**src/sra_consts.svh**
```systemverilog
// Constants for the service request acknowledge and priority block.
// Assumes includers use the names below for addresses and bit fields.
`ifndef SRA_CONSTS_SVH
`define SRA_CONSTS_SVH
`define SRA_ADDR_CONFIG 8'h66
`define SRA_ADDR_MODEM_MATCH 8'h61
`define SRA_ADDR_TX_MATCH 8'h62
`define SRA_ADDR_RX_MATCH 8'h63
`define SRA_ADDR_MODEM_ACK 8'h75
`define SRA_ADDR_TX_ACK 8'h76
`define SRA_ADDR_RX_ACK 8'h77
`define SRA_BIT_PKG_TYPE 7
`define SRA_BIT_REG_ACK_EN 6
`define SRA_BIT_CHAIN_EN 5
`define SRA_BIT_GLOBAL 4
`define SRA_BIT_FAIR_OVR 3
`define SRA_BIT_RESERVED 2
`define SRA_BIT_AUTO 1
`define SRA_BIT_PRI_SEL 0
`define SRA_CONFIG_RESET 8'h00
`define SRA_MATCH_RESET 8'h00
`define SRA_CODE_NONE 3'h0
`define SRA_SYNC_RESET 21'h00_003F
`endif

```
**src/sra_pkg.sv**
```systemverilog
// Types shared by the acknowledge priority block and its resolver.
// Assumes nothing beyond a SystemVerilog compiler.
package sra_pkg;
  // Order gives the acknowledge type number: none 0, modem 1, transmit 2, receive 3
  typedef enum logic [1:0] {SRA_NONE, SRA_MODEM, SRA_TX, SRA_RX} sra_ack_t;
  typedef enum logic {SRA_IDLE, SRA_HELD} sra_state_t;
endpackage

```
**src/sra_pri_if.sv**
```systemverilog
// Carrier between the acknowledge controller and the priority resolver.
// Assumes both ends share one clock domain.
`timescale 1ns/100ps
`default_nettype none
interface sra_pri_if;
  import sra_pkg::*;
  logic auto_pri;
  logic global_pri;
  logic pri_sel;
  sra_ack_t ack_type;
  logic [2:0] local_pend;
  logic [2:0] line_req;
  sra_ack_t win_type;
  logic win_pend;
  modport resolver (input auto_pri, global_pri, pri_sel, ack_type, local_pend, line_req, output win_type, win_pend);
  modport user (output auto_pri, global_pri, pri_sel, ack_type, local_pend, line_req, input win_type, win_pend);
endinterface // sra_pri_if
`default_nettype wire

```
**src/sra_resolve.sv**
```systemverilog
// Priority resolver: picks which request an acknowledge serves.
// Assumes vectors indexed modem 0, transmit 1, receive 2.
`timescale 1ns/100ps
`default_nettype none
module sra_resolve
  import sra_pkg::*;
(
  sra_pri_if.resolver pri
);
  logic [2:0] src;
  sra_ack_t pick;

  always_comb
  begin
    src = pri.global_pri ? pri.line_req : pri.local_pend;
    pick = SRA_NONE;
    if (pri.pri_sel)
    begin
      if (src[1]) pick = SRA_TX;
      else if (src[2]) pick = SRA_RX;
      else if (src[0]) pick = SRA_MODEM;
    end
    else
    begin
      if (src[2]) pick = SRA_RX;
      else if (src[1]) pick = SRA_TX;
      else if (src[0]) pick = SRA_MODEM;
    end
  end

  always_comb
  begin
    // Only modem-type acknowledges are reranked; others stay as asked
    if (pri.auto_pri && pri.ack_type == SRA_MODEM)
      pri.win_type = pick;
    else
      pri.win_type = pri.ack_type;
    case (pri.win_type)
      SRA_MODEM: pri.win_pend = pri.local_pend[0];
      SRA_TX: pri.win_pend = pri.local_pend[1];
      SRA_RX: pri.win_pend = pri.local_pend[2];
      default: pri.win_pend = 1'b0;
    endcase
  end
endmodule // sra_resolve
`default_nettype wire

```
**src/sra_ack_ctrl.sv**
```systemverilog
// Service request acknowledge and priority controller, host pin side.
// Assumes host pins are asynchronous and held stable through each strobe;
// pending and fair inputs come from channel logic on ref_clk.
`timescale 1ns/100ps
`default_nettype none
`include "sra_consts.svh"
module sra_ack_ctrl
  import sra_pkg::*;
#(
  parameter logic PKG_TYPE = 1'b1
)
(
  input wire logic ref_clk,
  input wire logic rstn,
  input wire logic [6:0] host_addr,
  input wire logic [7:0] host_wdata,
  input wire logic host_rd_n,
  input wire logic host_wr_n,
  input wire logic acknowledge_in_n,
  input wire logic [2:0] service_request_lines_i,
  input wire logic [2:0] local_pend,
  input wire logic [2:0] fair_in,
  input wire logic [7:0] vector_base,
  output logic [7:0] host_rdata,
  output logic host_rdata_oe,
  output logic acknowledge_out_n,
  output logic [2:0] service_request_lines_o,
  output logic [2:0] service_request_lines_oe,
  output logic [2:0] fair_bits,
  output logic [1:0] ack_level
);
  logic [20:0] pins, s1_q, s2_q;
  logic [6:0] addr_s;
  logic [7:0] wdata_s, addr8, addr_match, cfg_q, mmatch_q, tmatch_q, rmatch_q, rdata_q, reg_rd;
  logic rd_s, wr_s, acknowledge_in_n_s, rd_prev_q, wr_prev_q, acknowledge_in_n_prev_q;
  logic rd_fall, wr_fall, pin_ack, reg_ack, ack_event;
  logic oe_q, acknowledge_out_n_n_q;
  logic [2:0] req_oe_q, req_o_q, fair_q;
  logic [1:0] level_q;
  sra_ack_t ack_type;
  sra_state_t state_q;
  sra_pri_if pri ();

  assign pins = {host_addr, host_wdata, host_rd_n, host_wr_n, acknowledge_in_n, service_request_lines_i};

  // Two-stage synchronisers; only stage two is read by logic
  always_ff @(posedge ref_clk)
  begin
    if (!rstn)
    begin
      s1_q <= `SRA_SYNC_RESET;
      s2_q <= `SRA_SYNC_RESET;
    end
    else
    begin
      s1_q <= pins;
      s2_q <= s1_q;
    end
  end

  assign {addr_s, wdata_s, rd_s, wr_s, acknowledge_in_n_s} = s2_q[20:3];
  // Registers decode on seven lines; match values carry bit 7 as one
  assign addr8 = {1'b0, addr_s};
  assign addr_match = {1'b1, addr_s};

  always_ff @(posedge ref_clk)
  begin
    if (!rstn)
    begin
      rd_prev_q <= 1'b1;
      wr_prev_q <= 1'b1;
      acknowledge_in_n_prev_q <= 1'b1;
    end
    else
    begin
      rd_prev_q <= rd_s;
      wr_prev_q <= wr_s;
      acknowledge_in_n_prev_q <= acknowledge_in_n_s;
    end
  end

  assign rd_fall = rd_prev_q && !rd_s;
  assign wr_fall = wr_prev_q && !wr_s;

  // Pin acknowledge works whatever the chaining bit says
  assign pin_ack = acknowledge_in_n_prev_q && !acknowledge_in_n_s;
  assign reg_ack = rd_fall && cfg_q[`SRA_BIT_REG_ACK_EN]
    && (addr8 == `SRA_ADDR_MODEM_ACK || addr8 == `SRA_ADDR_TX_ACK || addr8 == `SRA_ADDR_RX_ACK);
  assign ack_event = (pin_ack || reg_ack) && state_q == SRA_IDLE;

  always_comb
  begin
    ack_type = SRA_NONE;
    if (pin_ack)
    begin
      if (addr_match == mmatch_q) ack_type = SRA_MODEM;
      else if (addr_match == tmatch_q) ack_type = SRA_TX;
      else if (addr_match == rmatch_q) ack_type = SRA_RX;
    end
    else if (addr8 == `SRA_ADDR_MODEM_ACK) ack_type = SRA_MODEM;
    else if (addr8 == `SRA_ADDR_TX_ACK) ack_type = SRA_TX;
    else if (addr8 == `SRA_ADDR_RX_ACK) ack_type = SRA_RX;
  end

  assign pri.auto_pri = cfg_q[`SRA_BIT_AUTO];
  assign pri.global_pri = cfg_q[`SRA_BIT_GLOBAL];
  assign pri.pri_sel = cfg_q[`SRA_BIT_PRI_SEL];
  assign pri.ack_type = ack_type;
  assign pri.local_pend = local_pend;
  assign pri.line_req = ~s2_q[2:0];

  sra_resolve u_resolve (
    .pri(pri)
  );

  // Register writes; reserved bit is kept at zero
  always_ff @(posedge ref_clk)
  begin
    if (!rstn)
    begin
      cfg_q <= `SRA_CONFIG_RESET;
      mmatch_q <= `SRA_MATCH_RESET;
      tmatch_q <= `SRA_MATCH_RESET;
      rmatch_q <= `SRA_MATCH_RESET;
    end
    else if (wr_fall)
    begin
      if (addr8 == `SRA_ADDR_CONFIG)
        cfg_q <= {1'b0, wdata_s[6:3], 1'b0, wdata_s[1:0]};
      else if (addr8 == `SRA_ADDR_MODEM_MATCH)
        mmatch_q <= wdata_s;
      else if (addr8 == `SRA_ADDR_TX_MATCH)
        tmatch_q <= wdata_s;
      else if (addr8 == `SRA_ADDR_RX_MATCH)
        rmatch_q <= wdata_s;
    end
  end

  always_comb
  begin
    if (addr8 == `SRA_ADDR_CONFIG)
      reg_rd = {PKG_TYPE, cfg_q[6:0]};
    else if (addr8 == `SRA_ADDR_MODEM_MATCH)
      reg_rd = mmatch_q;
    else if (addr8 == `SRA_ADDR_TX_MATCH)
      reg_rd = tmatch_q;
    else if (addr8 == `SRA_ADDR_RX_MATCH)
      reg_rd = rmatch_q;
    else
      reg_rd = 8'h00;
  end

  // Answer stands until both read and acknowledge strobes are released
  always_ff @(posedge ref_clk)
  begin
    if (!rstn)
    begin
      state_q <= SRA_IDLE;
      rdata_q <= 8'h00;
      oe_q <= 1'b0;
      acknowledge_out_n_n_q <= 1'b1;
      level_q <= 2'h0;
    end
    else
    begin
      case (state_q)
        SRA_IDLE:
        begin
          if (ack_event)
          begin
            state_q <= SRA_HELD;
            if (pri.win_pend)
            begin
              rdata_q <= {vector_base[7:3], 1'b0, pri.win_type};
              oe_q <= 1'b1;
              level_q <= pri.win_type;
            end
            else if (pin_ack || cfg_q[`SRA_BIT_CHAIN_EN])
              acknowledge_out_n_n_q <= 1'b0;
            else
            begin
              rdata_q <= {vector_base[7:3], `SRA_CODE_NONE};
              oe_q <= 1'b1;
              level_q <= 2'h0;
            end
          end
          else if (rd_fall)
          begin
            state_q <= SRA_HELD;
            rdata_q <= reg_rd;
            oe_q <= 1'b1;
          end
        end
        SRA_HELD:
        begin
          if (rd_s && acknowledge_in_n_s)
          begin
            state_q <= SRA_IDLE;
            oe_q <= 1'b0;
            acknowledge_out_n_n_q <= 1'b1;
            level_q <= 2'h0;
          end
        end
        default: state_q <= SRA_IDLE;
      endcase
    end
  end

  // Open-drain request lines; fair gating skipped under override
  always_ff @(posedge ref_clk)
  begin
    if (!rstn)
    begin
      fair_q <= 3'h0;
      req_oe_q <= 3'h0;
      req_o_q <= 3'h0;
    end
    else
    begin
      fair_q <= cfg_q[`SRA_BIT_FAIR_OVR] ? 3'h7 : fair_in;
      req_oe_q <= local_pend & fair_q;
      req_o_q <= 3'h0;
    end
  end

  assign host_rdata = rdata_q;
  assign host_rdata_oe = oe_q;
  assign acknowledge_out_n = acknowledge_out_n_n_q;
  assign service_request_lines_o = req_o_q;
  assign service_request_lines_oe = req_oe_q;
  assign fair_bits = fair_q;
  assign ack_level = level_q;
endmodule // sra_ack_ctrl
`default_nettype wire

```
**config.mk**
```make
export PLATFORM = sky130hd
export DESIGN_NAME = sra_ack_ctrl
export DESIGN_NICKNAME = d
export VERILOG_FILES = /design/src/sra_pkg.sv /design/src/sra_pri_if.sv /design/src/sra_resolve.sv /design/src/sra_ack_ctrl.sv
export VERILOG_INCLUDE_DIRS = /design/src
export SDC_FILE = /design/constraint.sdc
export NUM_CORES = 1
export LEC_CHECK = 0
export ABC_AREA = 0
export BUFFER_PORTS_ARGS = -buffer_cell sky130_fd_sc_hd__buf_2
export CELL_PAD_IN_SITES_DETAIL_PLACEMENT = 1
export CELL_PAD_IN_SITES_GLOBAL_PLACEMENT = 1
export CORE_ASPECT_RATIO = 0.9
export CORE_MARGIN = 1.5
export CORE_UTILIZATION = 40
export CTS_BUF_LIST = sky130_fd_sc_hd__clkbuf_8 sky130_fd_sc_hd__clkbuf_16
export CTS_CLUSTER_DIAMETER = 60
export CTS_CLUSTER_SIZE = 24
export DETAILED_ROUTE_END_ITERATION = 12
export PLACE_DENSITY_LB_ADDON = 0.1
export SETUP_SLACK_MARGIN = 0.4
export SLEW_MARGIN = 20
export SYNTH_ARGS = -nofsm -noshare
export SYNTH_HDL_FRONTEND = slang
export SYNTH_SLANG_ARGS = --single-unit
```
**constraint.sdc**
```tcl
create_clock -name ref_clk -period 3.32 [get_ports ref_clk]
set_clock_uncertainty 0.1 [all_clocks]
set_input_delay 0.664 -clock ref_clk [delete_from_list [all_inputs] [get_ports ref_clk]]
set_output_delay 0.664 -clock ref_clk [all_outputs]
set_load 0.05 [all_outputs]
```
# Word level (Yosys, flattened, before mapping)
# Index checks and enable logic that the tools add are counted.
[totals] ff_bits=94 latchBits=0 mem_bits_rw=0 mem_bits_ro=0 in_bits=37 out_inout_bits=21 wordCells=113 n_memories=0
[op_classes] addsub=0 multipliers=0 n_div=0 order_cmp=0 eq_ne=22 shifts=0 mux=45 n_bitwise=6 reduce_logical=24
[op_table] op="8-bit 2-to-1 mux" count=8
[op_table] op="7-bit == test, second input constant" count=7
[op_table] op="2-bit 2-to-1 mux" count=17
[op_table] op="8-bit == test" count=3
[op_table] op="1-bit 2-to-1 mux" count=13
[op_table] op="3-bit AND reduction" count=4
[op_table] op="3-bit inequality test, second input constant" count=3
[op_table] op="1-bit logical AND" count=8
[op_table] op="4-bit AND reduction" count=2
[op_table] op="3-bit 2-to-1 mux" count=2
[op_table] op="1-bit case mux with 2 select lines" count=3
[op_table] op="5-bit AND reduction" count=1
[op_table] op="2-bit by 1-bit == test with 1-bit output, second input constant" count=2
[op_table] op="2-bit == test, second input constant" count=2
[op_table] op="1-bit logical OR" count=4
[op_table] op="2-bit by 1-bit inequality test with 1-bit output, second input constant" count=2
[op_table] op="2-bit inequality test, second input constant" count=2
[op_table] op="4-bit inequality test, second input constant" count=1
[op_table] op="1-bit inverter" count=4
[op_table] op="2-bit case mux with 2 select lines" count=1
[op_table] op="3-bit bitwise AND" count=1
[op_table] op="1-bit zero test" count=3
[op_table] op="3-bit inverter" count=1
[op_table] op="1-bit case mux with 3 select lines" count=1
[op_table] op="other kinds (2)" count=2

# Longest topological paths before layout
[logic_depth] word_depth=13 depth_mapped=10 depth_no_buf=8

# Cells and area by module
# From an unflattened synthesis, not the netlist that was laid out.
[hier_totals] cells_unflattened=400 hier_area_um2=3880.0
[by_module_without_submodules] mod="sra_ack_ctrl" n_inst=1 cells_per_inst=381 area_per_inst_um2=3751.1 seq_area_each_um2=1881.8
[by_module_without_submodules] mod="sra_resolve" n_inst=1 cells_per_inst=19 area_per_inst_um2=128.9 seq_area_each_um2=0.0

# Worst setup path before layout
# No wires, ideal clock.
[synth_path] kind="register to register" startpoint="register s2_q[15]" endpoint="register level_q[0] (netlist: ack_level[0])" setup_ps=122 t_arrival_ps=2074 required_time_ps=3098 path_slack_ps=1024 path_stages_with_launch=10 n_path_buf=1 period_less_slack_ps=2296 cell_sequence="dfxtp_1 > buf_6 > xor2_1 > nor4_4 > a21oi_2 > o31a_1 > or4b_4 > a21oi_4 > nor2b_1 > o311a_1"
[synth_via] elab_chain_cells=13 word_cells_on_any_way=31
[synth_rtl] element="from (decl)" line_no="sra_ack_ctrl.sv:32" text="logic [20:0] pins, s1_q, s2_q;"
[synth_rtl] element="from (signal assigned)" line_no="sra_ack_ctrl.sv:52" text="s2_q <= `SRA_SYNC_RESET;"
[synth_rtl] element="from (signal assigned)" line_no="sra_ack_ctrl.sv:57" text="s2_q <= s1_q;"
[synth_rtl] element="8-bit == test / 7-bit == test (equally long branches)"
[synth_rtl] element="2-bit 2-to-1 mux (on tied branches)" line_no="sra_ack_ctrl.sv:98, sra_ack_ctrl.sv:102"
[synth_rtl] element="2-bit 2-to-1 mux (on tied branches)" line_no="sra_ack_ctrl.sv:97, sra_ack_ctrl.sv:101"
[synth_rtl] element="2-bit 2-to-1 mux (on tied branches)" line_no="sra_ack_ctrl.sv:96, sra_ack_ctrl.sv:100"
[synth_rtl] element="2-bit 2-to-1 mux" line_no="sra_ack_ctrl.sv:94" text="if (pin_ack)"
[synth_rtl] element="2-bit by 1-bit == test with 1-bit output" line_no="sra_resolve.sv:34" text="if (pri.auto_pri && pri.ack_type == SRA_MODEM)"
[synth_rtl] element="1-bit logical AND" line_no="sra_resolve.sv:34"
[synth_rtl] element="2-bit 2-to-1 mux" line_no="sra_resolve.sv:34"
[synth_rtl] element="2-bit == test / 2-bit by 1-bit == test with 1-bit output (equally long branches)" line_no="sra_resolve.sv:38" text="case (pri.win_type)"
[synth_rtl] element="1-bit case mux with 3 select lines" line_no="sra_resolve.sv:38"
[synth_rtl] element="2-bit 2-to-1 mux" line_no="sra_ack_ctrl.sv:172" text="if (pri.win_pend)"
[synth_rtl] element="2-bit 2-to-1 mux" line_no="sra_ack_ctrl.sv:169" text="if (ack_event)"
[synth_rtl] element="2-bit case mux with 2 select lines" line_no="sra_ack_ctrl.sv:166" text="case (state_q)"
[synth_rtl] element="to (signal assigned)" line_no="sra_ack_ctrl.sv:176" text="level_q <= pri.win_type;"
[synth_rtl] element="to (decl)" line_no="sra_ack_ctrl.sv:39" text="logic [1:0] level_q;"
# Several ways; a longest one is shown, not always the timed one. The select of a mux whose other input is x is not followed.
# A chain may end at the register's enable or synchronous reset.

# Final worst setup path
[layout_path] startpoint="register s2_q[19]" endpoint="register rdata_q[3] (netlist: host_rdata[3])"
[layout_via] elab_chain_cells=12 word_cells_on_any_way=39
[layout_rtl] element="8-bit == test / 7-bit == test (equally long branches)"
[layout_rtl] element="2-bit 2-to-1 mux (on tied branches)" line_no="sra_ack_ctrl.sv:98, sra_ack_ctrl.sv:102"
[layout_rtl] element="2-bit 2-to-1 mux (on tied branches)" line_no="sra_ack_ctrl.sv:97, sra_ack_ctrl.sv:101"
[layout_rtl] element="2-bit 2-to-1 mux (on tied branches)" line_no="sra_ack_ctrl.sv:96, sra_ack_ctrl.sv:100"
[layout_rtl] element="2-bit 2-to-1 mux" line_no="sra_ack_ctrl.sv:94"
[layout_rtl] element="2-bit by 1-bit == test with 1-bit output" line_no="sra_resolve.sv:34"
[layout_rtl] element="1-bit logical AND" line_no="sra_resolve.sv:34"
[layout_rtl] element="2-bit 2-to-1 mux" line_no="sra_resolve.sv:34"
[layout_rtl] element="2-bit == test / 2-bit by 1-bit == test with 1-bit output (equally long branches)" line_no="sra_resolve.sv:38"
[layout_rtl] element="1-bit case mux with 3 select lines" line_no="sra_resolve.sv:38"
[layout_rtl] element="3-bit inequality test (no source line) / 8-bit 2-to-1 mux (equally long branches)"
[layout_rtl] element="3-bit AND reduction (no source line) / 8-bit 2-to-1 mux (equally long branches)"
[layout_rtl] element="to (signal assigned)" line_no="sra_ack_ctrl.sv:174" text="rdata_q <= {vector_base[7:3], 1'b0, pri.win_type};"
[layout_rtl] element="to (signal assigned)" line_no="sra_ack_ctrl.sv:182" text="rdata_q <= {vector_base[7:3], `SRA_CODE_NONE};"
[layout_rtl] element="to (signal assigned)" line_no="sra_ack_ctrl.sv:190" text="rdata_q <= reg_rd;"
[layout_rtl] element="to (decl)" line_no="sra_ack_ctrl.sv:34" text="logic [7:0] wdata_s, addr8, addr_match, cfg_q, mmatch_q, tmatch_q, rmatch_q, rdata_q, reg_rd;"
# Several ways; a longest one is shown, not always the timed one. The select of a mux whose other input is x is not followed.

==> impl_metrics.xml <==
<?xml version="1.0" encoding="UTF-8"?>
<metrics>
  <group name="logic_synthesis">
    <metric name="synthesis.area" unit="mm^2">0.004045</metric>
    <metric name="number_of_warning_messages_in_the_yosys_log" unit="">0</metric>
    <metric name="synth-async-reset-ratio" unit="%">0</metric>
    <metric name="synth-seq-cells" unit="">94</metric>
    <metric name="yosys.cell_types.count" unit="">59</metric>
    <metric name="synth_sequential_area_ratio" unit="%">46.52</metric>
    <metric name="synth_enable_flop_cells" unit="">0</metric>
    <metric name="syn-instance-count" unit="">414</metric>
    <metric name="postSynth.topFlopCell" unit="">sky130_fd_sc_hd__dfxtp_1</metric>
    <metric name="avg_synthesized_cell_area" unit="um^2">9.771</metric>
  </group>
  <group name="sta">
    <metric name="fin_crit_sh" unit="%">81.24</metric>
    <metric name="grt_setup_unrepaired" unit="">no</metric>
    <metric name="clock.fmax" unit="MHz">370.8</metric>
    <metric name="final-hold-violation-count" unit="">0</metric>
    <metric name="post-route-min-period" unit="ns">2.697</metric>
    <metric name="setup_viols_final" unit="">0</metric>
    <metric name="worst_slew_pin_slew" unit="ns">0.7051</metric>
    <metric name="slew_violations" unit="">0</metric>
    <metric name="timing.max_slew.rel_slack" unit="%">52.79</metric>
    <metric name="setup-tns-final" unit="ns">0</metric>
  </group>
  <group name="pwr">
    <metric name="share_clk_of_total_power" unit="%">36.5</metric>
    <metric name="switching_share_of_power" unit="%">25.18</metric>
    <metric name="pwr-share-seq" unit="%">56.0</metric>
    <metric name="total_power" unit="mW">2.105</metric>
    <metric name="power.static_leakage" unit="nW">1.728</metric>
    <metric name="relative_contribution_of_combinational_cells_to_total_power" unit="%">7.4</metric>
    <metric name="power.switching" unit="uW">529.9</metric>
    <metric name="cellPowerDensity" unit="mW/mm^2">456.2</metric>
    <metric name="worst_ir_drop_vdd" unit="uV">208.5</metric>
    <metric name="power_report.internal_total" unit="mW">1.575</metric>
  </group>
  <group name="finish">
    <metric name="final_util" unit="%">47.35</metric>
    <metric name="ratio_of_cells_with_drive_above_1_in_the_final_layout" unit="%">20.13</metric>
    <metric name="synthToLayoutAreaGrowth" unit="%">14.04</metric>
    <metric name="fin_area" unit="mm^2">0.004613</metric>
    <metric name="multi_input_area" unit="mm^2">0.002053</metric>
    <metric name="layout.area.seq" unit="mm^2">0.001883</metric>
    <metric name="num_antenna_cells" unit="">0</metric>
    <metric name="finalNonFillerCells" unit="">593</metric>
    <metric name="finish.net_count" unit="">499</metric>
    <metric name="filler_cell_count" unit="">1144</metric>
  </group>
  <group name="worst_setup_path">
    <metric name="path_class" unit="">reg -&gt; reg</metric>
    <metric name="critical-path-slowest-cell" unit="">sky130_fd_sc_hd__or4_4</metric>
    <metric name="critical_path_arrival" unit="ns">2.89</metric>
    <metric name="worstSetupPathDepth" unit="">9</metric>
    <metric name="timing.critical_path.buf_inv" unit="">1</metric>
    <metric name="crit_path_max_fanout" unit="">9</metric>
    <metric name="reg2regPathDepth" unit="">9</metric>
    <metric name="timing.critical_path.cells" unit="">nand3b_1 &gt; or4_4 &gt; o211ai_2 &gt; o211a_1 &gt; nand3_1 &gt; and2_1 &gt; o31ai_2 &gt; buf_4 &gt; mux2i_1</metric>
    <metric name="cp_top_family" unit="">simple AND/OR/NAND/NOR gates</metric>
    <metric name="cp.required" unit="ns">3.51</metric>
    <metric name="r2r_setup_slack" unit="ns">0.62</metric>
    <metric name="worst_setup_path_start_kind" unit="">register</metric>
    <metric name="critical_path_endpoint_category" unit="">register</metric>
    <metric name="critical-path-max-stage-delay" unit="ns">0.59</metric>
  </group>
  <group name="floorplan">
    <metric name="initial_utilization" unit="%">41.52</metric>
    <metric name="die_width" unit="um">109</metric>
    <metric name="core_region_area" unit="mm^2">0.009742</metric>
    <metric name="floorplan.die_area" unit="mm^2">0.01073</metric>
    <metric name="fp.dieH" unit="um">98.40</metric>
    <metric name="floorplan.rows" unit="">34</metric>
    <metric name="floorplan.io_pins" unit="">58</metric>
  </group>
  <group name="worst_hold_path">
    <metric name="hold_depth" unit="">1</metric>
    <metric name="holdCritPathClass" unit="">reg -&gt; reg</metric>
  </group>
  <group name="clocking">
    <metric name="cts_hold_buf" unit="">0</metric>
    <metric name="cts_root_buf" unit="">sky130_fd_sc_hd__clkbuf_8</metric>
    <metric name="cts_tree" unit="">done</metric>
    <metric name="clockBufferDepth" unit="">2</metric>
    <metric name="tritoncts.num_buffers" unit="">9</metric>
    <metric name="clock-sinks" unit="">94</metric>
    <metric name="cts_max_level" unit="">3</metric>
    <metric name="cts.clk_slew.worst_paths" unit="ns">0.10</metric>
    <metric name="clock_latency" unit="ns">0.36</metric>
  </group>
  <group name="global_routing">
    <metric name="grt_antenna_before_repair" unit="">0</metric>
    <metric name="grt_first_pass_wirelength" unit="mm">15.83</metric>
    <metric name="grt.overflow.total" unit="">0</metric>
    <metric name="grt.total_usage" unit="%">19.24</metric>
    <metric name="first_global_vias" unit="">3121</metric>
    <metric name="maximum_number_of_pins_on_one_net_before_global_route_repair" unit="">38</metric>
  </group>
  <group name="route">
    <metric name="remaining_drc_errors" unit="">0</metric>
    <metric name="total_number_of_vias" unit="">3034</metric>
    <metric name="post_drt_via_cell_ratio" unit="">5.116</metric>
    <metric name="postRouteWirelength" unit="mm">9.437</metric>
    <metric name="wl_per_cell" unit="um">15.91</metric>
    <metric name="first_pass_iters" unit="">4</metric>
    <metric name="dr.first_iter.drc_count" unit="">96</metric>
    <metric name="drtAntennaViolNets" unit="">0</metric>
  </group>
  <group name="placement">
    <metric name="dp_hpwl" unit="mm">7.065</metric>
    <metric name="placed_cells_incl_taps" unit="">577</metric>
    <metric name="buffer_ports.inserted" unit="">51</metric>
    <metric name="finalWeightedCongestion" unit="">0.8389</metric>
    <metric name="dpl_cell_area" unit="mm^2">0.004404</metric>
  </group>
  <group name="status">
    <metric name="status" unit="">completed</metric>
  </group>
  <group name="flow_run">
    <metric name="max_cap_violations" unit="">0</metric>
  </group>
</metrics>
-- cell usage after synthesis (all sizes together), types with 2 or more instances --
library cell	number	area, um^2
nor3	4	25.02
nor2b	34	212.7
a21o	2	15.01
nor3b	2	25.02
buf	11	72.57
o211ai	2	20.02
nand3	8	40.04
o2111ai	3	26.28
nand3b	2	15.01
nand2	33	123.9
a21oi	4	35.04
o31ai	3	27.52
and2	32	200.2
nand2b	19	118.9
o311a	2	20.02
nor4	2	27.53
nand4	6	37.54
or4b	2	23.77
a22o	2	17.52
nand4b	2	17.52
nor2	22	90.09
a21boi	2	15.02
a32o	2	20.02
xnor2	17	148.9
o21ai	18	90.09
o21a	4	31.28
o2bb2ai	3	26.28
xor2	4	35.03
inv	2	7.510
mux2i	40	400.4
clkbuf	13	48.80
dfxtp	94	1882
and3	5	31.28
-- per-layer routing --
layer	share of wire, %	routed length (um)	track usage, %	up-vias
met5	0	0	0	-
met3	3.4	321	3.738	12
met1	51	4796	26.86	1458
met2	44	4182	29.33	54
met4	1.5	138	6.883	0
li1	-	-	-	1510
-- logic make-up after synthesis --
family | Yosys count | share of synthesized area [%]
AND/OR/NAND/NOR | 177 | 25.49
other | 1 | 0.09270
XOR/XNOR | 21 | 4.547
buffers and inverters | 26 | 3.186
multiplexers | 41 | 10.18
AO/OA/AOI/OAI | 54 | 9.992
flip-flops | 94 | 46.52
-- cells in the final DEF (no fill, tap or decap), types with 3 or more instances in the layout --
cell                        instances
sky130_fd_sc_hd__dfxtp_1           93
sky130_fd_sc_hd__buf_2             51
sky130_fd_sc_hd__mux2i_1           40
sky130_fd_sc_hd__nor2b_1           34
sky130_fd_sc_hd__nand2_1           33
sky130_fd_sc_hd__and2_1            32
sky130_fd_sc_hd__nand2b_1          19
sky130_fd_sc_hd__nor2_1            19
sky130_fd_sc_hd__o21ai_0           18
sky130_fd_sc_hd__xnor2_1           17
sky130_fd_sc_hd__clkbuf_8           9
sky130_fd_sc_hd__nand3_1            8
sky130_fd_sc_hd__buf_4              8
sky130_fd_sc_hd__nand4_1            6
sky130_fd_sc_hd__and3_1             5
sky130_fd_sc_hd__xor2_1             4
sky130_fd_sc_hd__nor2_2             3
sky130_fd_sc_hd__o2111ai_1          3
sky130_fd_sc_hd__inv_1              3
sky130_fd_sc_hd__o2bb2ai_1          3
sky130_fd_sc_hd__o21a_1             3
sky130_fd_sc_hd__conb_1             3
-- through the flow --
step / hold WS (ns) / setup slack [ns]
after floorplan: 0.2863 / 1.024
after global placement: 0.2935 / 0.5566
after detailed placement: 0.2937 / 0.4206
after CTS: 0.3071 / 0.4074
after global routing: 0.3232 / 0.4386
final: 0.3016 / 0.6228
-- sequential cells by signal (all words and copies together), names as in the netlist --
name                      flops
s1_q                         21
s2_q                         21
host_rdata                    8
mmatch_q                      8
rmatch_q                      8
tmatch_q                      8
cfg_q                         6
fair_bits                     3
service_request_lines_oe      3
ack_level                     2
acknowledge_in_n_prev_q       1
acknowledge_out_n             1
host_rdata_oe                 1
rd_prev_q                     1
state_q                       1
wr_prev_q                     1
-- path summary, 6_finish.rpt --
| check | start | to |
|---|---|---|
| worst max-delay path | s2_q[19] | host_rdata[3] |
| worst min-delay path | s1_q[2] | s2_q[2] |
| worst max register to register | s2_q[19] | host_rdata[3] |
| worst min register to register | s1_q[2] | s2_q[2] |
-- repair_timing --
item / CTS / global route
endpoints found under the setup margin: 0 / 11
gates resized for setup: 0 / 3
buffers inserted: 0 / 0
-- final cells by class --
type	count	area share (%)
clock inverter	7	1.573
clock buffer	9	2.685
inverter	2	0.1627
sequential	94	40.82
multi-input combinational	296	44.51
timing repair buffer	59	6.835
tap	126	3.417
-- power by group through the flow --
stage	logic, mW	registers (mW)	clock network, mW
final	0.157	1.18	0.769
after global routing	0.173	1.18	0.847
after CTS	0.158	1.18	0.803
after detailed placement	0.158	1.21	0
after global placement	0.154	1.20	0
after floorplan	0.102	1.21	0
Power figures use the tool's default switching activity.
